<file path="src/inc/pgsbr_pkg.sv">
// constants for the gigabit status, bypass control and error counter group
package pgsbr_pkg;
   // management register addresses
   localparam logic [4:0]  ADDR_GIG_STATUS_EXT_TWO = 5'h11;
   localparam logic [4:0]  ADDR_BYPASS_CONTROL     = 5'h12;
   localparam logic [4:0]  ADDR_RECEIVE_ERROR_CNT  = 5'h13;
   // gigabit status bit positions
   localparam int          ST_DESCR_LOCKED = 15;
   localparam int          ST_LOCK_ERR     = 14;
   localparam int          ST_DISCONNECT   = 13;
   localparam int          ST_LINK_ACTIVE  = 12;
   localparam int          ST_RX_ERR       = 11;
   localparam int          ST_TX_ERR       = 10;
   localparam int          ST_SSD_ERR      = 9;
   localparam int          ST_ESD_ERR      = 8;
   localparam int          ST_CEXT_ERR     = 7;
   localparam int          ST_LEGACY_DET   = 6;
   localparam int          ST_MDIX_ERR     = 5;
   // number of self-clearing status flags
   localparam int          SC_FLAGS = 7;
   // bypass control bit positions
   localparam int          BY_TX_DISABLE   = 15;
   localparam int          BY_TEST_CLOCK   = 8;
   localparam int          BY_FORCE_LEGACY = 7;
   localparam int          BY_LEGACY_OFF   = 6;
   localparam int          BY_NO_PAIR_SWAP = 5;
   localparam int          BY_NO_POLARITY  = 4;
   localparam int          BY_PD_HONOR     = 3;
   localparam int          BY_NO_AUTO_NP   = 1;
   localparam int          BY_CLOCK_OUT    = 0;
   // bypass writable bits, sticky bits and reset value (bit 0 from strap)
   localparam logic [15:0] BY_WR_MASK     = 16'h81fb;
   localparam logic [15:0] BY_STICKY_MASK = 16'h00fb;
   localparam logic [15:0] BY_RESET       = 16'h0048;
   // receive error counter width and ceiling
   localparam int          CNT_W   = 8;
   localparam logic [7:0]  CNT_MAX = 8'hff;
endpackage

</file>
<file path="src/inc/pgsbr_ev_if.sv">
// carrier between the register core, the flag bank and the error counter
`timescale 1ns/1ps
interface pgsbr_ev_if;
   logic [pgsbr_pkg::SC_FLAGS-1:0] sc_ev;    // flag set events
   logic                           sc_clr;   // clear-on-read strobe
   logic [pgsbr_pkg::SC_FLAGS-1:0] sc_flags; // latched flags
   logic                           cnt_inc;  // errored packet seen
   logic                           cnt_clr;  // counter clear strobe
   logic [pgsbr_pkg::CNT_W-1:0]    cnt_val;  // counter value
   modport core  (output sc_ev, sc_clr, cnt_inc, cnt_clr, input sc_flags, cnt_val);
   modport flags (input sc_ev, sc_clr, output sc_flags);
   modport count (input cnt_inc, cnt_clr, output cnt_val);
endinterface

</file>
<file path="src/rtl/pgsbr_scflag.sv">
// bank of self-clearing status flags, cleared by a read
`timescale 1ns/1ps
module pgsbr_scflag (
   input  wire logic clk,
   input  wire logic rst,
   pgsbr_ev_if.flags bus
);
   // one latch per flag; an event in the clearing cycle keeps it set
   for (genvar i = 0; i < pgsbr_pkg::SC_FLAGS; i++) begin : g_flag
      always_ff @(posedge clk) begin
         if (rst) begin
            bus.sc_flags[i] <= 1'b0;
         end else begin
            // set beats clear so no event is lost
            bus.sc_flags[i] <= bus.sc_ev[i] | (bus.sc_flags[i] & ~bus.sc_clr);
         end
      end
   end
endmodule

</file>
<file path="src/rtl/pgsbr_errcnt.sv">
// saturating receive error counter, cleared by read or reset
`timescale 1ns/1ps
module pgsbr_errcnt (
   input  wire logic clk,
   input  wire logic rst,
   pgsbr_ev_if.count bus
);
   logic cnt_full; // counter at its ceiling

   assign cnt_full = (bus.cnt_val == pgsbr_pkg::CNT_MAX);

   // count errored packets; a packet in the clearing cycle counts as one
   always_ff @(posedge clk) begin
      if (rst) begin
         bus.cnt_val <= '0;
      end else if (bus.cnt_clr) begin
         bus.cnt_val <= bus.cnt_inc ? 8'h01 : 8'h00;
      end else if (bus.cnt_inc && !cnt_full) begin
         bus.cnt_val <= bus.cnt_val + 8'h01;
      end
      // at the ceiling it simply holds, never wraps
   end
endmodule

</file>
<file path="src/rtl/pgsbr_top.sv">
// gigabit status, bypass control and receive error counter registers
`timescale 1ns/1ps
module pgsbr_top (
   input  wire logic        CLOCK,
   input  wire logic        RST,
   input  wire logic        SOFT_RST,
   input  wire logic [4:0]  MGMT_ADDR,
   input  wire logic        MGMT_WR,
   input  wire logic        MGMT_RD,
   input  wire logic [15:0] MGMT_WDATA,
   output      logic [15:0] MGMT_RDATA,
   input  wire logic        DESCR_LOCKED,
   input  wire logic        LOCK_ERR,
   input  wire logic        DISCONNECT,
   input  wire logic        LINK_ACTIVE,
   input  wire logic        RX_ERR,
   input  wire logic        TX_ERR,
   input  wire logic        SSD_ERR,
   input  wire logic        ESD_ERR,
   input  wire logic        CEXT_ERR,
   input  wire logic        LEGACY_DET,
   input  wire logic        MDIX_ERR,
   input  wire logic        PKT_ERR,
   input  wire logic        BASE_PAGE_DONE,
   input  wire logic        CONFIG_STRAP_DEFAULT,
   output      logic        TX_DISABLE,
   output      logic        TEST_CLOCK_EN,
   output      logic        LEGACY_MODE,
   output      logic        LEGACY_DETECT_EN,
   output      logic        PAIR_SWAP_CORR_EN,
   output      logic        POLARITY_CORR_EN,
   output      logic        PD_HONOR_ABILITY,
   output      logic        AUTO_NEXT_PAGE_EN,
   output      logic        NP_HANDOFF,
   output      logic        CLOCK_OUTPUT_PIN_EN
);
   pgsbr_ev_if  bus ();     // link to flag bank and counter

   logic [15:0] byp_q;      // bypass control register
   logic [15:0] byp_d;      // its next value
   logic        strap_s1_q; // strap synchroniser, first stage
   logic        strap_s2_q; // strap synchroniser, second stage
   logic        legacy_q;   // legacy partner status
   logic        np_q;       // next-page handoff to management
   logic [15:0] status_w;   // assembled gigabit status word
   logic [15:0] rd_mux;     // read data selected by address
   logic        rd_status;  // read of the status register
   logic        rd_count;   // read of the error counter
   logic        wr_bypass;  // write of the bypass register

   // decode management strobes
   assign rd_status = MGMT_RD && (MGMT_ADDR == pgsbr_pkg::ADDR_GIG_STATUS_EXT_TWO);
   assign rd_count  = MGMT_RD && (MGMT_ADDR == pgsbr_pkg::ADDR_RECEIVE_ERROR_CNT);
   assign wr_bypass = MGMT_WR && (MGMT_ADDR == pgsbr_pkg::ADDR_BYPASS_CONTROL);

   // strap pin is asynchronous; two flops before anyone reads it
   always_ff @(posedge CLOCK) begin
      strap_s1_q <= CONFIG_STRAP_DEFAULT;
      strap_s2_q <= strap_s1_q;
   end

   // flag events, highest status bit first
   assign bus.sc_ev = {LOCK_ERR,
                       DISCONNECT,
                       RX_ERR,
                       TX_ERR,
                       SSD_ERR,
                       ESD_ERR,
                       CEXT_ERR};

   // flags clear on a status read or a soft reset
   assign bus.sc_clr = rd_status | SOFT_RST;

   // counter events: errored packets, cleared by read or soft reset
   assign bus.cnt_inc = PKT_ERR;
   assign bus.cnt_clr = rd_count | SOFT_RST;

   // self-clearing flag bank
   pgsbr_scflag u_flags (
      .clk (CLOCK),
      .rst (RST),
      .bus (bus)
   );

   // saturating receive error counter
   pgsbr_errcnt u_count (
      .clk (CLOCK),
      .rst (RST),
      .bus (bus)
   );

   // bypass next value: soft reset drops only non-sticky bits
   always_comb begin
      byp_d = byp_q;
      if (SOFT_RST) begin
         // a write in the same cycle loses to the soft reset
         byp_d = byp_q & pgsbr_pkg::BY_STICKY_MASK;
      end else if (wr_bypass) begin
         // reserved bits stay zero
         byp_d = MGMT_WDATA & pgsbr_pkg::BY_WR_MASK;
      end
   end

   // bypass register; bit 0 takes the synchronised strap at hard reset
   always_ff @(posedge CLOCK) begin
      if (RST) begin
         byp_q <= pgsbr_pkg::BY_RESET | {15'h0000, strap_s2_q};
      end else begin
         byp_q <= byp_d;
      end
   end

   // legacy partner status, forced or gated by the bypass bits
   always_ff @(posedge CLOCK) begin
      if (RST) begin
         legacy_q <= 1'b0;
      end else if (byp_q[pgsbr_pkg::BY_FORCE_LEGACY]) begin
         legacy_q <= 1'b1;
      end else begin
         // detection off means no detection at all
         legacy_q <= LEGACY_DET & ~byp_q[pgsbr_pkg::BY_LEGACY_OFF];
      end
   end

   // next-page handoff: held once the base page is done, until bit 1 drops
   always_ff @(posedge CLOCK) begin
      if (RST) begin
         np_q <= 1'b0;
      end else if (!byp_q[pgsbr_pkg::BY_NO_AUTO_NP]) begin
         np_q <= 1'b0;
      end else if (BASE_PAGE_DONE) begin
         // from here management drives the page exchange
         np_q <= 1'b1;
      end
   end

   // control outputs straight from register flops
   assign TX_DISABLE          = byp_q[pgsbr_pkg::BY_TX_DISABLE];
   assign TEST_CLOCK_EN       = byp_q[pgsbr_pkg::BY_TEST_CLOCK];
   assign LEGACY_MODE         = legacy_q;
   assign LEGACY_DETECT_EN    = ~byp_q[pgsbr_pkg::BY_LEGACY_OFF];
   assign PAIR_SWAP_CORR_EN   = ~byp_q[pgsbr_pkg::BY_NO_PAIR_SWAP];
   assign POLARITY_CORR_EN    = ~byp_q[pgsbr_pkg::BY_NO_POLARITY];
   assign PD_HONOR_ABILITY    = byp_q[pgsbr_pkg::BY_PD_HONOR];
   assign AUTO_NEXT_PAGE_EN   = ~byp_q[pgsbr_pkg::BY_NO_AUTO_NP];
   assign NP_HANDOFF          = np_q;
   assign CLOCK_OUTPUT_PIN_EN = byp_q[pgsbr_pkg::BY_CLOCK_OUT];

   // status word; live bits are sampled into the read data flop
   always_comb begin
      status_w = 16'h0000; // reserved bits 4:0 read zero
      status_w[pgsbr_pkg::ST_DESCR_LOCKED] = DESCR_LOCKED;
      status_w[pgsbr_pkg::ST_LOCK_ERR]     = bus.sc_flags[6];
      status_w[pgsbr_pkg::ST_DISCONNECT]   = bus.sc_flags[5];
      status_w[pgsbr_pkg::ST_LINK_ACTIVE]  = LINK_ACTIVE;
      status_w[pgsbr_pkg::ST_RX_ERR]       = bus.sc_flags[4];
      status_w[pgsbr_pkg::ST_TX_ERR]       = bus.sc_flags[3];
      status_w[pgsbr_pkg::ST_SSD_ERR]      = bus.sc_flags[2];
      status_w[pgsbr_pkg::ST_ESD_ERR]      = bus.sc_flags[1];
      status_w[pgsbr_pkg::ST_CEXT_ERR]     = bus.sc_flags[0];
      status_w[pgsbr_pkg::ST_LEGACY_DET]   = legacy_q;
      status_w[pgsbr_pkg::ST_MDIX_ERR]     = MDIX_ERR;
   end

   // read mux; unmapped addresses read zero
   always_comb begin
      case (MGMT_ADDR)
         pgsbr_pkg::ADDR_GIG_STATUS_EXT_TWO: begin
            rd_mux = status_w;
         end
         pgsbr_pkg::ADDR_BYPASS_CONTROL: begin
            rd_mux = byp_q;
         end
         pgsbr_pkg::ADDR_RECEIVE_ERROR_CNT: begin
            // upper byte reserved, reads zero
            rd_mux = {8'h00, bus.cnt_val};
         end
         default: begin
            rd_mux = 16'h0000;
         end
      endcase
   end

   // read data flop: loaded on a read, held otherwise
   always_ff @(posedge CLOCK) begin
      if (RST) begin
         MGMT_RDATA <= 16'h0000;
      end else if (MGMT_RD) begin
         // value before any clear-on-read of the same edge
         MGMT_RDATA <= rd_mux;
      end
   end
endmodule

</file>
<file path="config.mk">
export PLATFORM = sky130hd
export DESIGN_NAME = pgsbr_top
export DESIGN_NICKNAME = d
export VERILOG_FILES = /design/src/inc/pgsbr_pkg.sv /design/src/inc/pgsbr_ev_if.sv /design/src/rtl/pgsbr_scflag.sv /design/src/rtl/pgsbr_errcnt.sv /design/src/rtl/pgsbr_top.sv
export SDC_FILE = /design/constraint.sdc
export NUM_CORES = 1
export LEC_CHECK = 0
export BUFFER_PORTS_ARGS = -buffer_cell sky130_fd_sc_hd__buf_2
export CORE_MARGIN = 2
export CORE_UTILIZATION = 45
export DETAILED_ROUTE_END_ITERATION = 12
export PLACE_DENSITY = 0.73
export SYNTH_ARGS = -nofsm -noshare
export SYNTH_HDL_FRONTEND = slang
export SYNTH_HIERARCHICAL = 1
export SYNTH_SLANG_ARGS = --single-unit
</file>
<file path="constraint.sdc">
create_clock -name CLOCK -period 1.45 [get_ports CLOCK]
set_input_delay 0.0725 -clock CLOCK [delete_from_list [all_inputs] [get_ports CLOCK]]
set_output_delay 0.0725 -clock CLOCK [all_outputs]
set_load 0.01 [all_outputs]
</file>
==> metrics <==
Placed Instances 321; Final Max Tran Viols 0; H-Tree Depth 2; Seq cells post-synth 44; drt total wl 4560 µm; Starting DRT DRC Count 60; CP Max Fanout 6; IO Count 66; Worst Path Required 1680 ps; post-route standard cell area excluding fillers 2550 µm²; total negative slack 0 ps; largest area contributor in the netlist dfxtp_1; share of layout cells above drive strength 1 33.4%; Die X 69.8 µm; final antenna-violating net count 0; Core Area 4090 µm²; maximum VDD drop 719 µV; post-CTS setup buffers 0; overall power 2.38 mW; Synth cell types 47; placed cell areas 2360 µm²; dpl ws 33.5 ps; worst skew pair latency 300 ps; Hold Startpoint DISCONNECT; Synth top area share 44.1%; Die ar. 4880 µm²; Hold EP u_flags/bus.sc_flags[5]; Via density 5.20; Commonest cells post-synth dfxtp_1, a21oi_1, nor2_1, inv_1, mux2i_1; CP max stage cell dfxtp_1; Max stage delay on crit path 360 ps; Clk pwr share 38.8%; starting density of the core 47.7%; Tot GR Track Use 19.9%; worst hold path depth 3; HP Class in -> reg; Top delay family on crit path flip-flops; DP HPWL 3400 µm; DRC viols 0; net switching power 0.524 mW; Async S/R FF share, synth 0%; port bufs 58; Mapped Area 1950 µm²; fin crit period 1380 ps; Max-slew headroom 71.5%; Std-Cell Rows 23; top cells by area, synth dfxtp_1, mux2i_1, a21oi_1, nor2_1, nand2b_1; CTS tree built; CP Cell Sequence ha_2 > and3_1 > a211oi_2 > mux2i_1; worst slew pin tran 427 ps; reg2reg setup slack 70 ps; final setup violation count 0; register share of total power 52.5%; CP Buf/Inv Count 0; RSZ-0062 raised after global routing false; Max clock buf depth 2; Tcrit/Tclk final 95.0%; drt first pass iters 4; number of fill cells 366; largest net degree at the start of global routing 22; endpoints failing hold 0; post-synthesis sequential area ratio 45.7%; Syn Nets 248; switch share 22.1%; crit path launch type register; pwr dens 931 nW/µm²; Post-Synthesis Cells 207; Layout Skew 1.93 ps; Worst EP arrival 1610 ps; grt ovf 0; most frequent cell after synthesis dfxtp_1; Reg clk slew, reported paths 80 ps; WHS 8.95 ps; routed length per instance 13.5 µm; Lkg Pwr 1.15 nW; routability cong. 0.791; initial antenna violation count 0; final worst slack 72.0 ps; Synth Flop Type dfxtp_1; cell depth of the worst flop-to-flop path 4; run status finished clean; Num CTS Buffers 5; register area 891 µm²; vias in the first global route 1747; Pint 1.85 mW; Non-Filler Instances 337; yosys warns 6; Area Growth Syn to Fin 30.9%; Vias 1752; Setup CP Type reg -> reg; ANT cells 0; Post-layout nets 327; fmax 726 MHz; Clock Tree Root clkbuf_8; first-pass GRT wire length 7820 µm; Die Span Y 69.8 µm; Logic pwr share 8.7%; RR Startpoint u_count/bus.cnt_val[1]; Setup crit end kind register; Avg Cell Area, Syn 9.42 µm²; RR Endpoint u_count/bus.cnt_val[5]; Sink Count 44; Post-synth EDFFs 1; max-capacitance violation count 0; Multi-input gate area 983 µm²; Final Util 62.5%
-- worst reg2reg max path, cell delays in order (launching register included) --
cell	delay (ps)
dfxtp_1	360
ha_2	220
and3_1	230
a211oi_2	280
mux2i_1	210
-- how the worst max path moves through the flow --
| stage | start | to | slack, ps | cells after the start |
|---|---|---|---|---|
| 3_5_place_dp | u_count/bus.cnt_val[1] | u_count/bus.cnt_val[5] | 30 | 4 |
| 3_3_place_gp | u_count/bus.cnt_val[1] | u_count/bus.cnt_val[5] | 90 | 4 |
| 6_report | u_count/bus.cnt_val[1] | u_count/bus.cnt_val[5] | 70 | 4 |
| 5_1_grt | u_count/bus.cnt_val[1] | u_count/bus.cnt_val[5] | 20 | 4 |
| 4_1_cts | u_count/bus.cnt_val[1] | u_count/bus.cnt_val[5] | 20 | 4 |
| 2_1_floorplan | u_count/bus.cnt_val[0] | u_count/bus.cnt_val[5] | 180 | 4 |
-- routing by layer --
layer / up-vias / global-route usage, % / wire length (µm)
li1: 891 / - / -
met1: 810 / 24.3 / 2040
met2: 45 / 33.8 / 2240
met3: 6 / 5.67 / 223
met4: 0 / 6.41 / 47
met5: - / 0 / 0
-- sequential cells by signal (all words and copies together) (netlist names) --
name and flops:
strap_s1_q 1, LEGACY_MODE 1, u_count/bus.cnt_val 8, MGMT_RDATA 16, NP_HANDOFF 1, strap_s2_q 1
byp_q 9, u_flags/bus.sc_flags 7
-- power groups by stage --
stage / Clock, mW / Sequential (mW) / Combinational, mW
finish: 0.922 / 1.25 / 0.208
global route: 0.985 / 1.25 / 0.232
CTS: 0.948 / 1.25 / 0.209
detailed placement: 0 / 1.28 / 0.192
global placement: 0 / 1.28 / 0.190
floorplan: 0 / 1.27 / 0.0932
-- placed cells by master, fill, tap and decap left out, types with 2 or more instances in the layout --
cell type	instances
nand2b_1	10
nor2_1	23
mux2_2	3
nand4_1	2
nand2_1	10
o21bai_1	2
a22o_1	7
dlygate4sd3_1	8
o2bb2ai_1	3
inv_1	13
nor3_1	5
nor2b_1	10
nand3_1	2
dfxtp_1	43
o21ai_0	2
buf_2	58
nand4bb_1	2
clkbuf_8	5
a21oi_1	23
buf_4	12
or3_1	2
o311a_1	2
mux2i_1	12
-- cell families (layout without fill, tap and decap cells) --
| group | count (synthesis) | count (layout) | synth area share [%] |
|---|---|---|---|
| mux | 15 | 15 | 7.89 |
| compound gates | 47 | 47 | 16.5 |
| buf+inv | 19 | 99 | 4.04 |
| fa+ha+maj | 1 | 1 | 0.641 |
| flops | 44 | 44 | 45.7 |
| simple gates | 81 | 81 | 25.3 |
-- what timing repair did --
item | 4_1_cts | 5_1_grt
hold endpoints to repair | 8 | 0
gates resized for setup | 0 | 1
hold buffers | 8 | 0
setup endpoints to repair | 0 | 1
-- area by class of cell --
| class | count | area share [%] |
|---|---|---|
| clock inverters | 2 | 1.37 |
| flip-flops and latches | 44 | 34.9 |
| multi-input cells | 144 | 38.5 |
| repair buffers | 78 | 18.0 |
| clock buffers | 6 | 2.84 |
| well taps | 50 | 2.45 |
| inverters | 13 | 1.91 |
No activity file was read; power rests on OpenSTA's default activity.
